### src/trig_route_cfg.svh
// Offsets, field positions, reset values and timing counts of the trigger block
`ifndef TRIG_ROUTE_CFG_SVH
`define TRIG_ROUTE_CFG_SVH

// ==========================================================================
// Sizes and fixed routing
`define NUM_PFI            10
`define NUM_DIO            8
`define NUM_SIG            13
`define NUM_DEDICATED      5
`define SIG_START          0
`define SIG_REF            1
`define SIG_SCAN           2
`define PIN_START          0
`define PIN_REF            1
`define PIN_SCAN           7
`define SRC_NONE           4'hf

// ==========================================================================
// Register byte offsets
`define OFS_CTRL           8'h00
`define OFS_STATUS         8'h04
`define OFS_PRE_CNT        8'h08
`define OFS_POST_CNT       8'h0c
`define OFS_SCAN_PERIOD    8'h10
`define OFS_PFI_OE         8'h14
`define OFS_PFI_POL        8'h18
`define OFS_PFI_LEVEL      8'h1c
`define OFS_DIO_DIR        8'h20
`define OFS_DIO_OUT        8'h24
`define OFS_DIO_IN         8'h28
`define OFS_SCAN_COUNT     8'h2c
`define OFS_SRC_BASE       8'h40

// ==========================================================================
// Control and status fields
`define CTRL_PRETRIG_BIT   0
`define CTRL_START_BIT     1
`define CTRL_STOP_BIT      2
`define STAT_BUSY_BIT      0
`define STAT_STATE_LSB     1
`define STAT_REF_SEEN_BIT  4
`define STAT_DONE_BIT      5

// ==========================================================================
// Reset values
`define SCAN_PERIOD_RST    24'h00_0064
`define PRE_CNT_RST        24'h00_0000
`define POST_CNT_RST       24'h00_0001

// ==========================================================================
// Timing
`define CLK_PERIOD_NS      20
`define TRIG_PULSE_MIN_NS  50
`define TRIG_PULSE_MAX_NS  100
`define TRIG_PULSE_CYC     ((`TRIG_PULSE_MIN_NS + `CLK_PERIOD_NS - 1) / `CLK_PERIOD_NS)

`endif

### src/trig_route_pkg.sv
// Types shared by the trigger routing block
package trig_route_pkg;

  typedef enum logic [2:0] {
    ST_IDLE  = 3'b000,
    ST_PRE   = 3'b001,
    ST_ARMED = 3'b010,
    ST_POST  = 3'b011
  } seq_state_type;

  typedef logic [3:0] pin_sel_type;

endpackage

### src/trigger_routing_and_acq_start.sv
// Function pin routing, start/reference trigger sequencer and digital lines
`timescale 1ns/1ps
`include "trig_route_cfg.svh"

// Overview of operation
// RULE1 - Eight digital lines, each own direction
// RULE2 - External timing control only via ten pins
// RULE3 - Fixed signal per pin, five dedicated outputs
// RULE4 - Source select per thirteen internal signals
// RULE5 - Per-pin output driver enable
// RULE6 - Outside must not drive enabled pins
// RULE7 - Per-pin polarity, edge or level detection
// RULE8 - Edge inputs need 10 ns pulses; code samples every 20 ns, so pulses under 20 ns can be missed
// RULE9 - Level mode adds no width limits
// RULE10 - Start trigger selected edge begins acquisition
// RULE11 - Start output pulse 50 to 100 ns
// RULE12 - Trigger pins high impedance after power-up
// RULE13 - Software start trigger accepted
// RULE14 - Reference edge begins posttrigger phase
// RULE15 - Count pretrigger scans, then reload posttrigger
// RULE16 - Reference ignored before pretrigger count ends
// RULE17 - Acquire posttrigger scans, then stop
// RULE18 - Reference output pulse 50 to 100 ns
// RULE19 - Posttriggered mode ignores reference trigger
// RULE20 - Start trigger runs internal scan-start counter
// RULE21 - Two-stage synchroniser before detection
module trigger_routing_and_acq_start
  import trig_route_pkg::*;
#(
  parameter int CNT_W = 24
) (
  input  wire logic                      clock_i,
  input  wire logic                      nrst_i,
  input  wire logic [7:0]                addr_i,
  input  wire logic [31:0]               wdata_i,
  input  wire logic                      wr_i,
  input  wire logic                      rd_i,
  output logic      [31:0]               rdata_o,
  input  wire logic [`NUM_PFI-1:0]       pfi_i,
  output logic      [`NUM_PFI-1:0]       pfi_o,
  output logic      [`NUM_PFI-1:0]       pfi_oe_o,
  input  wire logic [`NUM_PFI-1:0]       fixed_timing_i,
  input  wire logic [`NUM_DEDICATED-1:0] dedicated_src_i,
  output logic      [`NUM_DEDICATED-1:0] dedicated_o,
  output logic      [`NUM_SIG-1:0]       timing_o,
  output logic                           scan_start_o,
  output logic                           acq_active_o,
  input  wire logic [`NUM_DIO-1:0]       dio_i,
  output logic      [`NUM_DIO-1:0]       dio_o,
  output logic      [`NUM_DIO-1:0]       dio_oe_o
);

  // ========================================================================
  // Declarations
  seq_state_type             state_q;
  logic                      pretrig_q;
  logic [CNT_W-1:0]          pre_q;
  logic [CNT_W-1:0]          post_q;
  logic [CNT_W-1:0]          period_q;
  logic [CNT_W-1:0]          period_cnt_q;
  logic [CNT_W-1:0]          scan_cnt_q;
  logic [`NUM_PFI-1:0]       pfi_oe_q;
  logic [`NUM_PFI-1:0]       pfi_pol_q;
  logic [`NUM_PFI-1:0]       pfi_lvl_q;
  logic [`NUM_PFI-1:0]       pfi_q;
  logic [`NUM_PFI-1:0]       pfi_d;
  logic [`NUM_DIO-1:0]       dio_dir_q;
  logic [`NUM_DIO-1:0]       dio_out_q;
  logic [`NUM_DEDICATED-1:0] dedicated_q;
  pin_sel_type               src_q [`NUM_SIG];
  logic [`NUM_PFI-1:0]       pin_level;
  logic [`NUM_PFI-1:0]       pin_edge;
  logic [`NUM_SIG-1:0]       sig_edge;
  logic [`NUM_SIG-1:0]       timing_q;
  logic [2:0]                pulse_ev;
  logic [2:0]                pulse_on;
  logic [2:0]                pulse_cnt_q [3];
  logic                      done_q;
  logic                      ref_seen_q;
  logic                      scan_start_q;
  logic [31:0]               rdata_q;
  logic [31:0]               rdata_d;
  logic [7:0]                src_off;
  logic [3:0]                src_idx;
  logic                      src_hit;
  logic                      ctrl_wr;
  logic                      sw_start;
  logic                      sw_stop;
  logic                      acq_run;
  logic                      ext_scan;
  logic                      scan_evt;
  logic                      start_accept;
  logic                      ref_accept;
  logic                      acq_end;

  // ========================================================================
  // Pin conditioning
  for (genvar p = 0; p < `NUM_PFI; p++) begin : g_pin
    pin_conditioner u_cond (
      .clock_i  (clock_i),
      .nrst_i   (nrst_i),
      .pin_i    (pfi_i[p]),
      .invert_i (pfi_pol_q[p]),
      .level_o  (pin_level[p]),
      .edge_o   (pin_edge[p])
    );
  end

  // ========================================================================
  // Source selection per internal timing signal
  for (genvar s = 0; s < `NUM_SIG; s++) begin : g_sig
    logic sel_ok;
    assign sel_ok      = src_q[s] < 4'(`NUM_PFI);
    assign sig_edge[s] = sel_ok ? pin_edge[src_q[s]] : 1'b0; // see RULE2

    always_ff @(posedge clock_i or negedge nrst_i) begin
      if (!nrst_i) begin
        timing_q[s] <= 1'b0;
      end else if (!sel_ok) begin
        timing_q[s] <= 1'b0;
      end else if (pfi_lvl_q[src_q[s]]) begin
        timing_q[s] <= pin_level[src_q[s]]; // see RULE9
      end else begin
        timing_q[s] <= pin_edge[src_q[s]];  // see RULE4
      end
    end
  end

  assign timing_o = timing_q;

  // ========================================================================
  // Register access
  assign src_off  = addr_i - `OFS_SRC_BASE;
  assign src_idx  = src_off[5:2];
  assign src_hit  = (addr_i[1:0] == 2'b00) && (addr_i >= `OFS_SRC_BASE)
                    && (src_off[7:2] < 6'(`NUM_SIG));
  assign ctrl_wr  = wr_i && (addr_i == `OFS_CTRL);
  assign sw_start = ctrl_wr && wdata_i[`CTRL_START_BIT];
  assign sw_stop  = ctrl_wr && wdata_i[`CTRL_STOP_BIT];

  always_ff @(posedge clock_i or negedge nrst_i) begin
    if (!nrst_i) begin
      pretrig_q <= 1'b0;
      pre_q     <= CNT_W'(`PRE_CNT_RST);
      post_q    <= CNT_W'(`POST_CNT_RST);
      period_q  <= CNT_W'(`SCAN_PERIOD_RST);
      pfi_oe_q  <= '0;
      pfi_pol_q <= '0;
      pfi_lvl_q <= '0;
      dio_dir_q <= '0;
      dio_out_q <= '0;
    end else if (wr_i) begin
      unique case (addr_i)
        `OFS_CTRL:        pretrig_q <= wdata_i[`CTRL_PRETRIG_BIT];
        `OFS_PRE_CNT:     pre_q     <= wdata_i[CNT_W-1:0];
        `OFS_POST_CNT:    post_q    <= wdata_i[CNT_W-1:0];
        `OFS_SCAN_PERIOD: period_q  <= wdata_i[CNT_W-1:0];
        `OFS_PFI_OE:      pfi_oe_q  <= wdata_i[`NUM_PFI-1:0]; // see RULE5
        `OFS_PFI_POL:     pfi_pol_q <= wdata_i[`NUM_PFI-1:0]; // see RULE7
        `OFS_PFI_LEVEL:   pfi_lvl_q <= wdata_i[`NUM_PFI-1:0]; // see RULE7
        `OFS_DIO_DIR:     dio_dir_q <= wdata_i[`NUM_DIO-1:0]; // see RULE1
        `OFS_DIO_OUT:     dio_out_q <= wdata_i[`NUM_DIO-1:0];
        default: ;
      endcase
    end
  end

  // Unselected signals take no pin
  always_ff @(posedge clock_i or negedge nrst_i) begin
    if (!nrst_i) begin
      for (int i = 0; i < `NUM_SIG; i++) begin
        src_q[i] <= `SRC_NONE;
      end
    end else if (wr_i && src_hit) begin
      src_q[src_idx] <= wdata_i[3:0]; // see RULE4
    end
  end

  always_comb begin
    rdata_d = 32'h0000_0000;
    unique case (addr_i)
      `OFS_CTRL:        rdata_d[`CTRL_PRETRIG_BIT] = pretrig_q;
      `OFS_STATUS: begin
        rdata_d[`STAT_BUSY_BIT]                     = acq_run;
        rdata_d[`STAT_STATE_LSB+2:`STAT_STATE_LSB]  = state_q;
        rdata_d[`STAT_REF_SEEN_BIT]                 = ref_seen_q;
        rdata_d[`STAT_DONE_BIT]                     = done_q;
      end
      `OFS_PRE_CNT:     rdata_d[CNT_W-1:0]    = pre_q;
      `OFS_POST_CNT:    rdata_d[CNT_W-1:0]    = post_q;
      `OFS_SCAN_PERIOD: rdata_d[CNT_W-1:0]    = period_q;
      `OFS_PFI_OE:      rdata_d[`NUM_PFI-1:0] = pfi_oe_q;
      `OFS_PFI_POL:     rdata_d[`NUM_PFI-1:0] = pfi_pol_q;
      `OFS_PFI_LEVEL:   rdata_d[`NUM_PFI-1:0] = pfi_lvl_q;
      `OFS_DIO_DIR:     rdata_d[`NUM_DIO-1:0] = dio_dir_q;
      `OFS_DIO_OUT:     rdata_d[`NUM_DIO-1:0] = dio_out_q;
      `OFS_DIO_IN:      rdata_d[`NUM_DIO-1:0] = dio_i;
      `OFS_SCAN_COUNT:  rdata_d[CNT_W-1:0]    = scan_cnt_q;
      default: begin
        if (src_hit) begin
          rdata_d[3:0] = src_q[src_idx];
        end
      end
    endcase
  end

  // Read data only in the cycle after the strobe
  always_ff @(posedge clock_i or negedge nrst_i) begin
    if (!nrst_i) begin
      rdata_q <= 32'h0000_0000;
    end else begin
      rdata_q <= rd_i ? rdata_d : 32'h0000_0000;
    end
  end

  assign rdata_o = rdata_q;

  // ========================================================================
  // Scan-start generation
  assign acq_run  = (state_q != ST_IDLE);
  assign ext_scan = (src_q[`SIG_SCAN] < 4'(`NUM_PFI));
  // Scans outside an acquisition are dropped
  assign scan_evt = acq_run && (ext_scan ? sig_edge[`SIG_SCAN]
                                         : (period_cnt_q == '0)); // see RULE20

  always_ff @(posedge clock_i or negedge nrst_i) begin
    if (!nrst_i) begin
      period_cnt_q <= '0;
    end else if (start_accept) begin
      period_cnt_q <= period_q; // see RULE20
    end else if (acq_run && !ext_scan) begin
      period_cnt_q <= (period_cnt_q == '0) ? period_q : period_cnt_q - CNT_W'(1);
    end
  end

  always_ff @(posedge clock_i or negedge nrst_i) begin
    if (!nrst_i) begin
      scan_start_q <= 1'b0;
    end else begin
      scan_start_q <= scan_evt;
    end
  end

  assign scan_start_o = scan_start_q;

  // ========================================================================
  // Acquisition sequencer
  assign start_accept = (state_q == ST_IDLE) && !sw_stop
                        && (sig_edge[`SIG_START] || sw_start); // see RULE10 see RULE13
  assign ref_accept   = (state_q == ST_ARMED) && !sw_stop
                        && sig_edge[`SIG_REF];                 // see RULE14 see RULE16
  assign acq_end      = (state_q == ST_POST) && !sw_stop
                        && ((scan_cnt_q == '0) || (scan_evt && scan_cnt_q == CNT_W'(1)));

  always_ff @(posedge clock_i or negedge nrst_i) begin
    if (!nrst_i) begin
      state_q    <= ST_IDLE;
      scan_cnt_q <= '0;
    end else if (sw_stop) begin
      state_q    <= ST_IDLE;
    end else begin
      unique case (state_q)
        ST_IDLE: begin
          if (start_accept) begin
            if (!pretrig_q) begin
              state_q    <= ST_POST; // see RULE19
              scan_cnt_q <= post_q;
            end else if (pre_q == '0) begin
              state_q    <= ST_ARMED;
              scan_cnt_q <= post_q;
            end else begin
              state_q    <= ST_PRE;
              scan_cnt_q <= pre_q;   // see RULE15
            end
          end
        end
        ST_PRE: begin
          if (scan_evt) begin
            if (scan_cnt_q <= CNT_W'(1)) begin
              state_q    <= ST_ARMED;
              scan_cnt_q <= post_q;  // see RULE15
            end else begin
              scan_cnt_q <= scan_cnt_q - CNT_W'(1);
            end
          end
        end
        ST_ARMED: begin
          // Counter holds until the reference edge arrives
          if (ref_accept) begin
            state_q <= ST_POST;
          end
        end
        ST_POST: begin
          if (acq_end) begin
            state_q    <= ST_IDLE;   // see RULE17
            scan_cnt_q <= '0;
          end else if (scan_evt) begin
            scan_cnt_q <= scan_cnt_q - CNT_W'(1);
          end
        end
        default: state_q <= ST_IDLE;
      endcase
    end
  end

  assign acq_active_o = acq_run;

  // Status flags cleared by the next accepted start
  always_ff @(posedge clock_i or negedge nrst_i) begin
    if (!nrst_i) begin
      done_q     <= 1'b0;
      ref_seen_q <= 1'b0;
    end else begin
      if (acq_end) begin
        done_q <= 1'b1;
      end else if (start_accept) begin
        done_q <= 1'b0;
      end
      if (ref_accept) begin
        ref_seen_q <= 1'b1;
      end else if (start_accept) begin
        ref_seen_q <= 1'b0;
      end
    end
  end

  // ========================================================================
  // Output pulse stretchers: start, reference, scan start
  assign pulse_ev = {scan_evt, ref_accept, start_accept};

  for (genvar k = 0; k < 3; k++) begin : g_pulse
    // A new event during a running pulse merges into it
    always_ff @(posedge clock_i or negedge nrst_i) begin
      if (!nrst_i) begin
        pulse_cnt_q[k] <= 3'h0;
      end else if (pulse_ev[k] && pulse_cnt_q[k] == 3'h0) begin
        pulse_cnt_q[k] <= 3'(`TRIG_PULSE_CYC); // see RULE11 see RULE18
      end else if (pulse_cnt_q[k] != 3'h0) begin
        pulse_cnt_q[k] <= pulse_cnt_q[k] - 3'h1;
      end
    end
    assign pulse_on[k] = (pulse_cnt_q[k] != 3'h0);
  end

  // ========================================================================
  // Pin, dedicated and digital line outputs
  always_comb begin
    pfi_d             = fixed_timing_i; // see RULE3
    pfi_d[`PIN_START] = pulse_on[0];    // see RULE11
    pfi_d[`PIN_REF]   = pulse_on[1];    // see RULE18
    pfi_d[`PIN_SCAN]  = pulse_on[2];
  end

  always_ff @(posedge clock_i or negedge nrst_i) begin
    if (!nrst_i) begin
      pfi_q       <= '0;
      dedicated_q <= '0;
    end else begin
      pfi_q       <= pfi_d;
      dedicated_q <= dedicated_src_i;   // see RULE3
    end
  end

  // Drivers off at reset, so external sources see no contention
  assign pfi_o       = pfi_q;
  assign pfi_oe_o    = pfi_oe_q;        // see RULE5 see RULE6 see RULE12
  assign dedicated_o = dedicated_q;
  assign dio_o       = dio_out_q;
  assign dio_oe_o    = dio_dir_q;       // see RULE1

  // ========================================================================
  // Assertions
  oe_power_up_a: assert property (@(posedge clock_i) disable iff (!nrst_i) // see RULE12
    !$past(nrst_i) |-> pfi_oe_o == '0)
    else $error("pin drivers enabled right after reset");

  start_pulse_a: assert property (@(posedge clock_i) disable iff (!nrst_i) // see RULE11
    $rose(pfi_o[`PIN_START]) |-> pfi_o[`PIN_START] [*3] ##1 !pfi_o[`PIN_START])
    else $error("start pulse width not three cycles");

  ref_pulse_a: assert property (@(posedge clock_i) disable iff (!nrst_i) // see RULE18
    ref_accept |-> ##2 pfi_o[`PIN_REF])
    else $error("reference pulse missing after accepted edge");

  sw_start_a: assert property (@(posedge clock_i) disable iff (!nrst_i) // see RULE13
    (sw_start && !sw_stop && state_q == ST_IDLE) |-> ##2 pfi_o[`PIN_START])
    else $error("software start did not produce start pulse");

  start_edge_a: assert property (@(posedge clock_i) disable iff (!nrst_i) // see RULE10
    (state_q == ST_IDLE && sig_edge[`SIG_START] && !sw_stop) |=> state_q != ST_IDLE)
    else $error("start edge did not begin acquisition");

  pre_reload_a: assert property (@(posedge clock_i) disable iff (!nrst_i) // see RULE15
    (state_q == ST_PRE && scan_evt && scan_cnt_q == CNT_W'(1) && !sw_stop)
    |=> state_q == ST_ARMED && scan_cnt_q == $past(post_q))
    else $error("pretrigger count end did not reload");

  ref_ignored_a: assert property (@(posedge clock_i) disable iff (!nrst_i) // see RULE16
    (state_q == ST_PRE && sig_edge[`SIG_REF]) |=> state_q != ST_POST && !ref_seen_q)
    else $error("reference accepted before pretrigger count ended");

  post_stop_a: assert property (@(posedge clock_i) disable iff (!nrst_i) // see RULE17
    (state_q == ST_POST && scan_evt && scan_cnt_q == CNT_W'(1) && !sw_stop)
    |=> state_q == ST_IDLE && done_q)
    else $error("acquisition did not stop after last scan");

  posttrig_a: assert property (@(posedge clock_i) disable iff (!nrst_i) // see RULE19
    (start_accept && !pretrig_q) |=> state_q == ST_POST && !ref_seen_q)
    else $error("posttriggered start did not go to post phase");

  scan_gate_a: assert property (@(posedge clock_i) disable iff (!nrst_i) // see RULE20
    scan_start_o |-> $past(state_q) != ST_IDLE)
    else $error("scan start outside an acquisition");

endmodule

### src/pin_conditioner.sv
// One function pin input: synchroniser, polarity and edge detection
`timescale 1ns/1ps

module pin_conditioner (
  input  wire logic clock_i,
  input  wire logic nrst_i,
  input  wire logic pin_i,
  input  wire logic invert_i,
  output logic      level_o,
  output logic      edge_o
);

  logic sync1_q;
  logic sync2_q;
  logic level_q;
  logic edge_q;

  // ========================================================================
  // Synchroniser
  always_ff @(posedge clock_i or negedge nrst_i) begin
    if (!nrst_i) begin
      sync1_q <= 1'b0;
      sync2_q <= 1'b0;
    end else begin
      sync1_q <= pin_i;   // see RULE21
      sync2_q <= sync1_q; // see RULE21
    end
  end

  // ========================================================================
  // Polarity and edge
  // Pulses shorter than a clock period can be missed at 50 MHz
  always_ff @(posedge clock_i or negedge nrst_i) begin
    if (!nrst_i) begin
      level_q <= 1'b0;
      edge_q  <= 1'b0;
    end else begin
      level_q <= sync2_q ^ invert_i;                // see RULE7
      edge_q  <= (sync2_q ^ invert_i) & ~level_q;   // see RULE8
    end
  end

  assign level_o = level_q;
  assign edge_o  = edge_q;

  pin_edge_a: assert property (@(posedge clock_i) disable iff (!nrst_i) // see RULE21
    edge_o |-> level_o && !$past(level_o))
    else $error("edge pulse without a rising conditioned level");

endmodule

### config.mk
export PLATFORM = sky130hd
export DESIGN_NAME = trigger_routing_and_acq_start
export DESIGN_NICKNAME = d
export VERILOG_FILES = /design/src/trig_route_pkg.sv /design/src/trigger_routing_and_acq_start.sv /design/src/pin_conditioner.sv
export VERILOG_INCLUDE_DIRS = /design/src
export SDC_FILE = /design/constraint.sdc
export NUM_CORES = 1
export LEC_CHECK = 0
export BUFFER_PORTS_ARGS = -buffer_cell sky130_fd_sc_hd__buf_2
export CORE_ASPECT_RATIO = 0.6
export CORE_MARGIN = 3
export CORE_UTILIZATION = 55
export CTS_BUF_LIST = sky130_fd_sc_hd__clkbuf_4 sky130_fd_sc_hd__clkbuf_8 sky130_fd_sc_hd__clkbuf_16
export DETAILED_ROUTE_END_ITERATION = 16
export PLACE_DENSITY_LB_ADDON = 0.25
export RECOVER_POWER = 25
export SKIP_LAST_GASP = 1
export SLEW_MARGIN = 20
export SYNTH_ARGS = -nofsm -noshare
export SYNTH_HDL_FRONTEND = slang
export SYNTH_SLANG_ARGS = --single-unit
### constraint.sdc
create_clock -name clock_i -period 2.67 [get_ports clock_i]
set_input_delay 0.534 -clock clock_i [delete_from_list [all_inputs] [get_ports clock_i]]
set_output_delay 0.534 -clock clock_i [all_outputs]
set_load 0.1 [all_outputs]
==> reports/metrics.csv, run 1 <==
metric,value,unit
status,"finished, violations left",
failed_checks,setup timing,
switchingPower,7.079,mW
grt_overflow_total,0,
max_freq,0.3599,GHz
core-area,0.03184,sq mm
yosysUniqueCellTypes,75,
cts_tree,yes,
synth_top_cells_by_count,"sky130_fd_sc_hd__dfrtp_1, sky130_fd_sc_hd__mux2_2, sky130_fd_sc_hd__clkbuf_1",
number_of_antenna_violations_at_the_first_check_in_global_routing,2,
post-route-drc-count,0,
finish.net_count,1908,
synth_edf_count,0,
most_common_cell_in_the_synthesized_netlist,sky130_fd_sc_hd__dfrtp_1,
numCtsBuffers,31,
overall_routing_resource_usage,36.21,%
register_bit_total_from_synthesis,325,
worstSetupPathType,reg2reg,
area_growth,22.44,%
fp-row-count,50,
totalPowerFinal,18.30,mW
maxCapViolCount,0,
cts_buffer_depth,3,
grt_setup_unrepaired,yes,
worst-endpoint-required,3.21,ns
cts.reportedPaths.clkPinSlew,0.07,ns
layout_worst_path_cycle_share,104.1,%
floorplan.io_pins,165,
power_density,823.2,mW/mm^2
chipWidth,240.6,um
drt-initial-drc-count,2424,
finalWeightedCongestion,1.000,
power.share.sequential,33.7,%
hp-class,in2reg,
drt-vias-per-instance,6.873,
routed-via-count,15520,
post_synth_top_area_cell,sky130_fd_sc_hd__dfrtp_1,
cts.root.buffer_cell,sky130_fd_sc_hd__clkbuf_16,
postSynthCellCount,1547,
detailed_place_hpwl,46270,um
port_buffers,145,
grt_start_max_net_pins,77,
maxSlewViolCount,0,
timing.slew.headroom,5.255,%
final_period_minus_worst_setup_slack,2.778,ns
preCtsSetupSlack,-0.2560,ns
syn_avg_cell_area,11.74,sq um
synth-async-reset-ratio,100.0,%
internal_power,11.22,mW
cts.htree.levels,1,
grt_pass1_wl,95650,um
initial_utilization,57.01,%
setup_slack,-0.1083,ns
final_core_util,69.81,%
ir_drop_worst_vdd,0.6989,mV
worst-slew-pin-transition,1.385,ns
clock_latency,0.61,ns
total_leakage_power,9.702,nW
drive_gt1_share,44.60,%
synth_top_flop_cell,sky130_fd_sc_hd__dfrtp_1,
timing.final.hold_violations,0,
worst_ep_arrival_time,3.32,ns
netlist.area_leader.share,37.08,%
timing.critical_path.from_type,flop,
power.clock.fraction,25.5,%
synth_area,0.01815,sq mm
setup_viol,14,
p_comb_share,40.8,%
wl_per_cell,28.44,um
synthTopCellsByArea,"sky130_fd_sc_hd__dfrtp_1, sky130_fd_sc_hd__mux4_2, sky130_fd_sc_hd__mux2_2",
ant_nets,0,
synth_seq_area_share,45.18,%
die_y,146.7,um
setup.worst_path.end_class,flop,
detailedRoute.firstPassIterationCount,9,
switching_share,38.68,%
synth-warning-count,0,
first_global_vias,14940,
tritoncts_num_sinks,325,
finClkSkew,0.01739,ns
fp.dieArea,0.03530,sq mm
worstPathMaxFanout,6,
routed_wire_length,64220,um
## state kept, by name, summed over array words and instances, names as in the netlist, 8 cells and up
signal,count
dio_o,8
dio_oe_o,8
g_pin.u_cond.edge_o,10
g_pin.u_cond.level_o,10
g_pin.u_cond.sync1_q,10
g_pin.u_cond.sync2_q,10
period_cnt_q,24
period_q,24
pfi_lvl_q,10
pfi_o,10
pfi_oe_o,10
pfi_pol_q,10
post_q,24
pre_q,24
pulse_cnt_q,9
rdata_o,24
scan_cnt_q,24
src_q,52
timing_o,13
## placed cells by master (no fill, tap or decap), types with 28 or more instances in the layout
| master | instances |
|---|---|
| sky130_fd_sc_hd__a21oi_1 | 58 |
| sky130_fd_sc_hd__a22oi_1 | 57 |
| sky130_fd_sc_hd__buf_2 | 143 |
| sky130_fd_sc_hd__buf_4 | 199 |
| sky130_fd_sc_hd__clkbuf_16 | 36 |
| sky130_fd_sc_hd__dfrtp_1 | 269 |
| sky130_fd_sc_hd__dfstp_2 | 56 |
| sky130_fd_sc_hd__inv_1 | 28 |
| sky130_fd_sc_hd__mux2_2 | 179 |
| sky130_fd_sc_hd__mux2i_1 | 78 |
| sky130_fd_sc_hd__mux4_2 | 94 |
| sky130_fd_sc_hd__nand2_1 | 72 |
| sky130_fd_sc_hd__nor2_1 | 79 |
| sky130_fd_sc_hd__nor3_1 | 34 |
| sky130_fd_sc_hd__o21ai_0 | 48 |
| sky130_fd_sc_hd__o22ai_1 | 30 |
## layer usage
metal / global-route usage [%] / part of all wire, % / up-vias
met3: 18.29 / 17 / 154
met1: 55.37 / 42 / 7676
met4: 8.253 / 2.8 / 2
met2: 45.19 / 38 / 1196
li1: - / - / 6492
met5: 0 / 0.022 / -
## metrics by stage
stage	cell area (sq um)	TNS (ns)	hold WS, ns	instances
4_1_cts	21860	-0.1749	0.01745	2245
5_1_grt	22230	-1.354	0.02351	2257
6_report	22230	-0.5691	0.03271	2258
2_1_floorplan	18200	-0.1226	0.2384	1554
3_5_place_dp	20620	-5.908	0.3347	2181
3_3_place_gp	20620	-4.097	0.3351	2181
## power groups by stage
stage	clock network (mW)	registers [mW]	logic [mW]
4_1_cts	4.70	6.11	6.67
5_1_grt	4.92	6.22	7.88
2_1_floorplan	0	6.63	3.19
6_report	4.66	6.17	7.46
3_3_place_gp	0	6.17	6.16
3_5_place_dp	0	6.19	6.29
## worst paths after layout
kind / startpoint / to / slack, ns / depth (start not counted)
max reg2reg: src_q[40] / scan_cnt_q[17] / -0.11 / 9
min: pfi_i[2] / g_pin[2].u_cond.sync1_q / 0.03 / 1
max: src_q[40] / scan_cnt_q[17] / -0.11 / 9
min in group asynchronous: nrst_i / pfi_o[5] / 0.44 / 2
max in group asynchronous: nrst_i / period_q[19] / 0.84 / 3
min reg2reg: g_pin[1].u_cond.sync1_q / g_pin[1].u_cond.sync2_q / 0.35 / 0
## area by class of cell
class | count | area (sq um)
Sequential cell | 325 | 8203
Tap cell | 416 | 520.5
Fill cell | 2261 | 9614
Timing Repair Buffer | 371 | 2679
Inverter | 29 | 108.9
Antenna cell | 1 | 2.502
Clock buffer | 41 | 875.8
Clock inverter | 17 | 190.2
Multi-Input combinational cell | 1058 | 9649
## critical path, cell delays in order, from the launching register on
cell	delay (ns)
sky130_fd_sc_hd__dfstp_2	0.64
sky130_fd_sc_hd__mux4_2	0.56
sky130_fd_sc_hd__mux2i_2	0.19
sky130_fd_sc_hd__buf_4	0.15
sky130_fd_sc_hd__o21a_1	0.14
sky130_fd_sc_hd__o211ai_1	0.18
sky130_fd_sc_hd__and3_4	0.27
sky130_fd_sc_hd__buf_4	0.14
sky130_fd_sc_hd__o41ai_2	0.27
sky130_fd_sc_hd__a22o_1	0.17
## repair_timing
item,in CTS,in global routing
endpoints found under the setup margin,41,50
setup buffers,4,9
resized for setup,25,65
pin swaps,11,27
gates cloned,1,5
hold endpoints to repair,47,0
hold buffers,1,0
## kinds of logic after synthesis
kind of cell / share of synthesized area, %
multiplexers: 27.17
XOR/XNOR: 0.4824
buffers and inverters: 3.825
flip-flops: 45.18
AND/OR/NAND/NOR: 8.477
adder cells (fa/ha/maj): 1.034
other: 0.02066
AO/OA/AOI/OAI: 13.80
Power figures use the tool's default switching activity.
==> run 2, diff against run 1 <==
Settings changed: CTS_CLUSTER_DIAMETER set to 50, SETUP_SLACK_MARGIN set to 0.15.
==> run 2 against run 1 <==
Net effect:
- the flow still finishes with violations (setup timing)
- flip-flop and latch count unchanged
- clock power is 3% higher
- via count is 5.4% higher
- clock skew increased by 0.016 ns
- non-clock buffer count is 31 higher
- worst setup slack worse by 0.037 ns
- count of clock-buffer cells in the layout rose by 8
- die area unchanged
- critical path type unchanged
- critical endpoint is now scan_cnt_q[21]
- largest cell class unchanged
==> reports/metrics.csv, run 2 (same netlist as run 1, synthesis figures left out) <==
metric,value,unit,change
finalSetupTns,-2.613,ns,-2.044 ns
mostFrequentLayoutCell,sky130_fd_sc_hd__dfrtp_1,,
power_density,824.4,mW/mm^2,+0.15%
fp-row-count,50,,unchanged
top_delay_family_on_crit_path,compound AO/OA/AOI/OAI gates,,
hp-class,in2reg,,
chipWidth,240.6,um,unchanged
detailedRoute.firstPassIterationCount,9,,unchanged
critical_path.reg2reg.startpoint,period_cnt_q[19],,
drt-initial-drc-count,2834,,+17%
total_leakage_power,10.12,nW,+4.3%
layout.cells.most_common_list,"sky130_fd_sc_hd__dfrtp_1, sky130_fd_sc_hd__buf_4, sky130_fd_sc_hd__mux2_2, sky130_fd_sc_hd__buf_2, sky130_fd_sc_hd__mux4_2",,
port_buffers,145,,unchanged
multiInputGateArea,0.01010,sq mm,+4.7%
wl_per_cell,30.21,um,+6.2%
number_of_flip_flops_under_the_largest_register_name,52,,unchanged
cts_buffer_depth,3,,unchanged
core-area,0.03184,sq mm,unchanged
layout_worst_path_cycle_share,105.4,%,+1.4 points
r2r.worst_path.cells,9,,unchanged
routed.top_layer,met5,,
critical-path-top-cell-by-count,sky130_fd_sc_hd__buf_4,,
fp.dieArea,0.03530,sq mm,unchanged
finish.net_count,1943,,+1.8%
cts.root.buffer_cell,sky130_fd_sc_hd__clkbuf_16,,
cts_tree,yes,,
fillerInstances,2065,,-8.7%
post_layout_instance_count_excluding_filler_cells,2296,,+1.7%
grt_pass1_wl,101200,um,+5.8%
wl_met2,28120,um,+15%
path_cells,nor4_1 -> buf_4 -> and4b_1 -> buf_4 -> a21o_1 -> nand3_2 -> a2111o_2 -> a211oi_1 -> a211oi_2,,
cp_slowest_stage_delay,0.58,ns,-0.06 ns
first_global_vias,15750,,+5.4%
setup_viol,46,,+32
initial_utilization,57.01,%,unchanged
max_freq,0.3552,GHz,-1.3%
timing.reg2reg.setup_slack,-0.15,ns,-0.04 ns
status,"finished, violations left",,
regMostFlops,src_q,,
worst_ep_arrival_time,3.24,ns,-0.08 ns
worstSetupPathType,reg2reg,,
ir_drop_worst_vdd,0.5775,mV,-17%
ant_nets,0,,unchanged
post-route-drc-count,0,,unchanged
final_period_minus_worst_setup_slack,2.815,ns,+0.03722 ns
numCtsBuffers,34,,+9.7%
routed-via-count,16360,,+5.4%
cts.htree.levels,2,,+1
preCtsSetupSlack,-0.4336,ns,-0.1776 ns
detailed_place_hpwl,46240,um,about the same
reg2reg_to,scan_cnt_q[21],,
tritoncts_num_sinks,325,,unchanged
worst-slew-pin-transition,1.219,ns,-0.1664 ns
worst-endpoint-required,3.09,ns,-0.12 ns
area.sequential,0.008208,sq mm,about the same
hold_path_startpoint,pfi_i[6],,
cts.reportedPaths.clkPinSlew,0.07,ns,about the same
grt_overflow_total,0,,unchanged
maxCapViolCount,0,,unchanged
timing.slew.headroom,18.73,%,+13 points
setup.worst_path.end_class,flop,,
area_growth,28.53,%,
drt-vias-per-instance,7.124,,+3.6%
finalWeightedCongestion,1.024,,+2.4%
timing.critical_path.from_type,flop,,
finClkSkew,0.03292,ns,+0.01553 ns
critPathBufInv,2,,unchanged
failed_checks,setup timing,,
met1_routed_length,27070,um,+0.34%
overall_routing_resource_usage,38.52,%,+2.3 points
place.detailed.instances,2180,,-0.046%
detailroute.wirelength.met3,12030,um,+10%
maxSlewViolCount,0,,unchanged
floorplan.io_pins,165,,unchanged
routed_wire_length,69370,um,+8.0%
number_of_antenna_violations_at_the_first_check_in_global_routing,4,,+2
grt_start_max_net_pins,78,,+1.3%
clock_latency,0.57,ns,-0.04 ns
grt_setup_unrepaired,yes,,
worst_hold_path.endpoint,g_pin[6].u_cond.sync1_q,,
worstPathMaxFanout,9,,+3
die_y,146.7,um,unchanged
setup_slack,-0.1455,ns,-0.03722 ns
drive_gt1_share,49.44,%,+4.8 points
timing.final.hold_violations,0,,unchanged
crit_slowest_cell,sky130_fd_sc_hd__a2111o_2,,
holdPathStages,1,,unchanged
-- run 2: changes by cell type in the layout (fill, tap and decap cells not counted), moves of 11 or more --
cell	change
sky130_fd_sc_hd__o21ai_0	-13
sky130_fd_sc_hd__nor2_1	-12
sky130_fd_sc_hd__a21oi_1	-13
sky130_fd_sc_hd__nor3_1	-13
sky130_fd_sc_hd__buf_16	+12
sky130_fd_sc_hd__a21oi_2	+11
-- run 2: how the worst max path moves through the flow --
stage / startpoint / endpoint / slack, ns / cells after the start
2_1_floorplan: period_cnt_q[0] / period_cnt_q[19] / -0.12 / 8
3_3_place_gp: addr_i[6] / period_cnt_q[19] / -0.25 / 11
3_5_place_dp: addr_i[6] / rdata_o[2] / -0.43 / 13
4_1_cts: src_q[48] / period_cnt_q[14] / -0.06 / 9
5_1_grt: period_cnt_q[19] / scan_cnt_q[21] / -0.18 / 9
6_report: period_cnt_q[19] / scan_cnt_q[21] / -0.15 / 9
-- run 2: stage by stage --
step	utilization, %	hold WS (ns)	cell area, sq um	total power, mW
2_1_floorplan	-	0.2384	18290	9.882
3_3_place_gp	64.86	0.3331	20650	12.28
3_5_place_dp	64.86	0.3347	20650	12.46
4_1_cts	71.76	0.06291	22850	18.33
5_1_grt	73.28	0.06627	23330	19.97
6_report	73.28	0.06900	23330	19.24
-- run 2: layout make-up --
class	count	share of cell area [%]
Multi-Input combinational cell	1059	43.28
Sequential cell	325	35.17
Inverter	29	0.4826
Clock inverter	13	0.5791
Antenna cell	3	0.03217
Clock buffer	49	4.236
Timing Repair Buffer	402	13.98
Tap cell	416	2.231
-- run 2: power by group --
group / total [mW] / internal [mW] / switching [mW]
logic: 8.18 / 3.52 / 4.66
registers: 6.25 / 5.53 / 0.723
clock network: 4.81 / 2.65 / 2.16
-- run 2: repair_timing --
item                                    in CTS  in global routing
endpoints found under the hold margin       19                  0
endpoints found under the setup margin      52                 54
gates resized for setup                    142                 84
hold buffers                                 1                  0
gates cloned                                13                  4
pin swaps                                   47                 39
setup buffers                               22                 11
-- run 2: routing by layer --
metal / global-route usage, % / vias to the layer above
met4: 10.62 / 2
li1: - / 6556
met5: 0.1377 / -
met2: 50.26 / 1434
met3: 19.49 / 223
met1: 56.16 / 8142
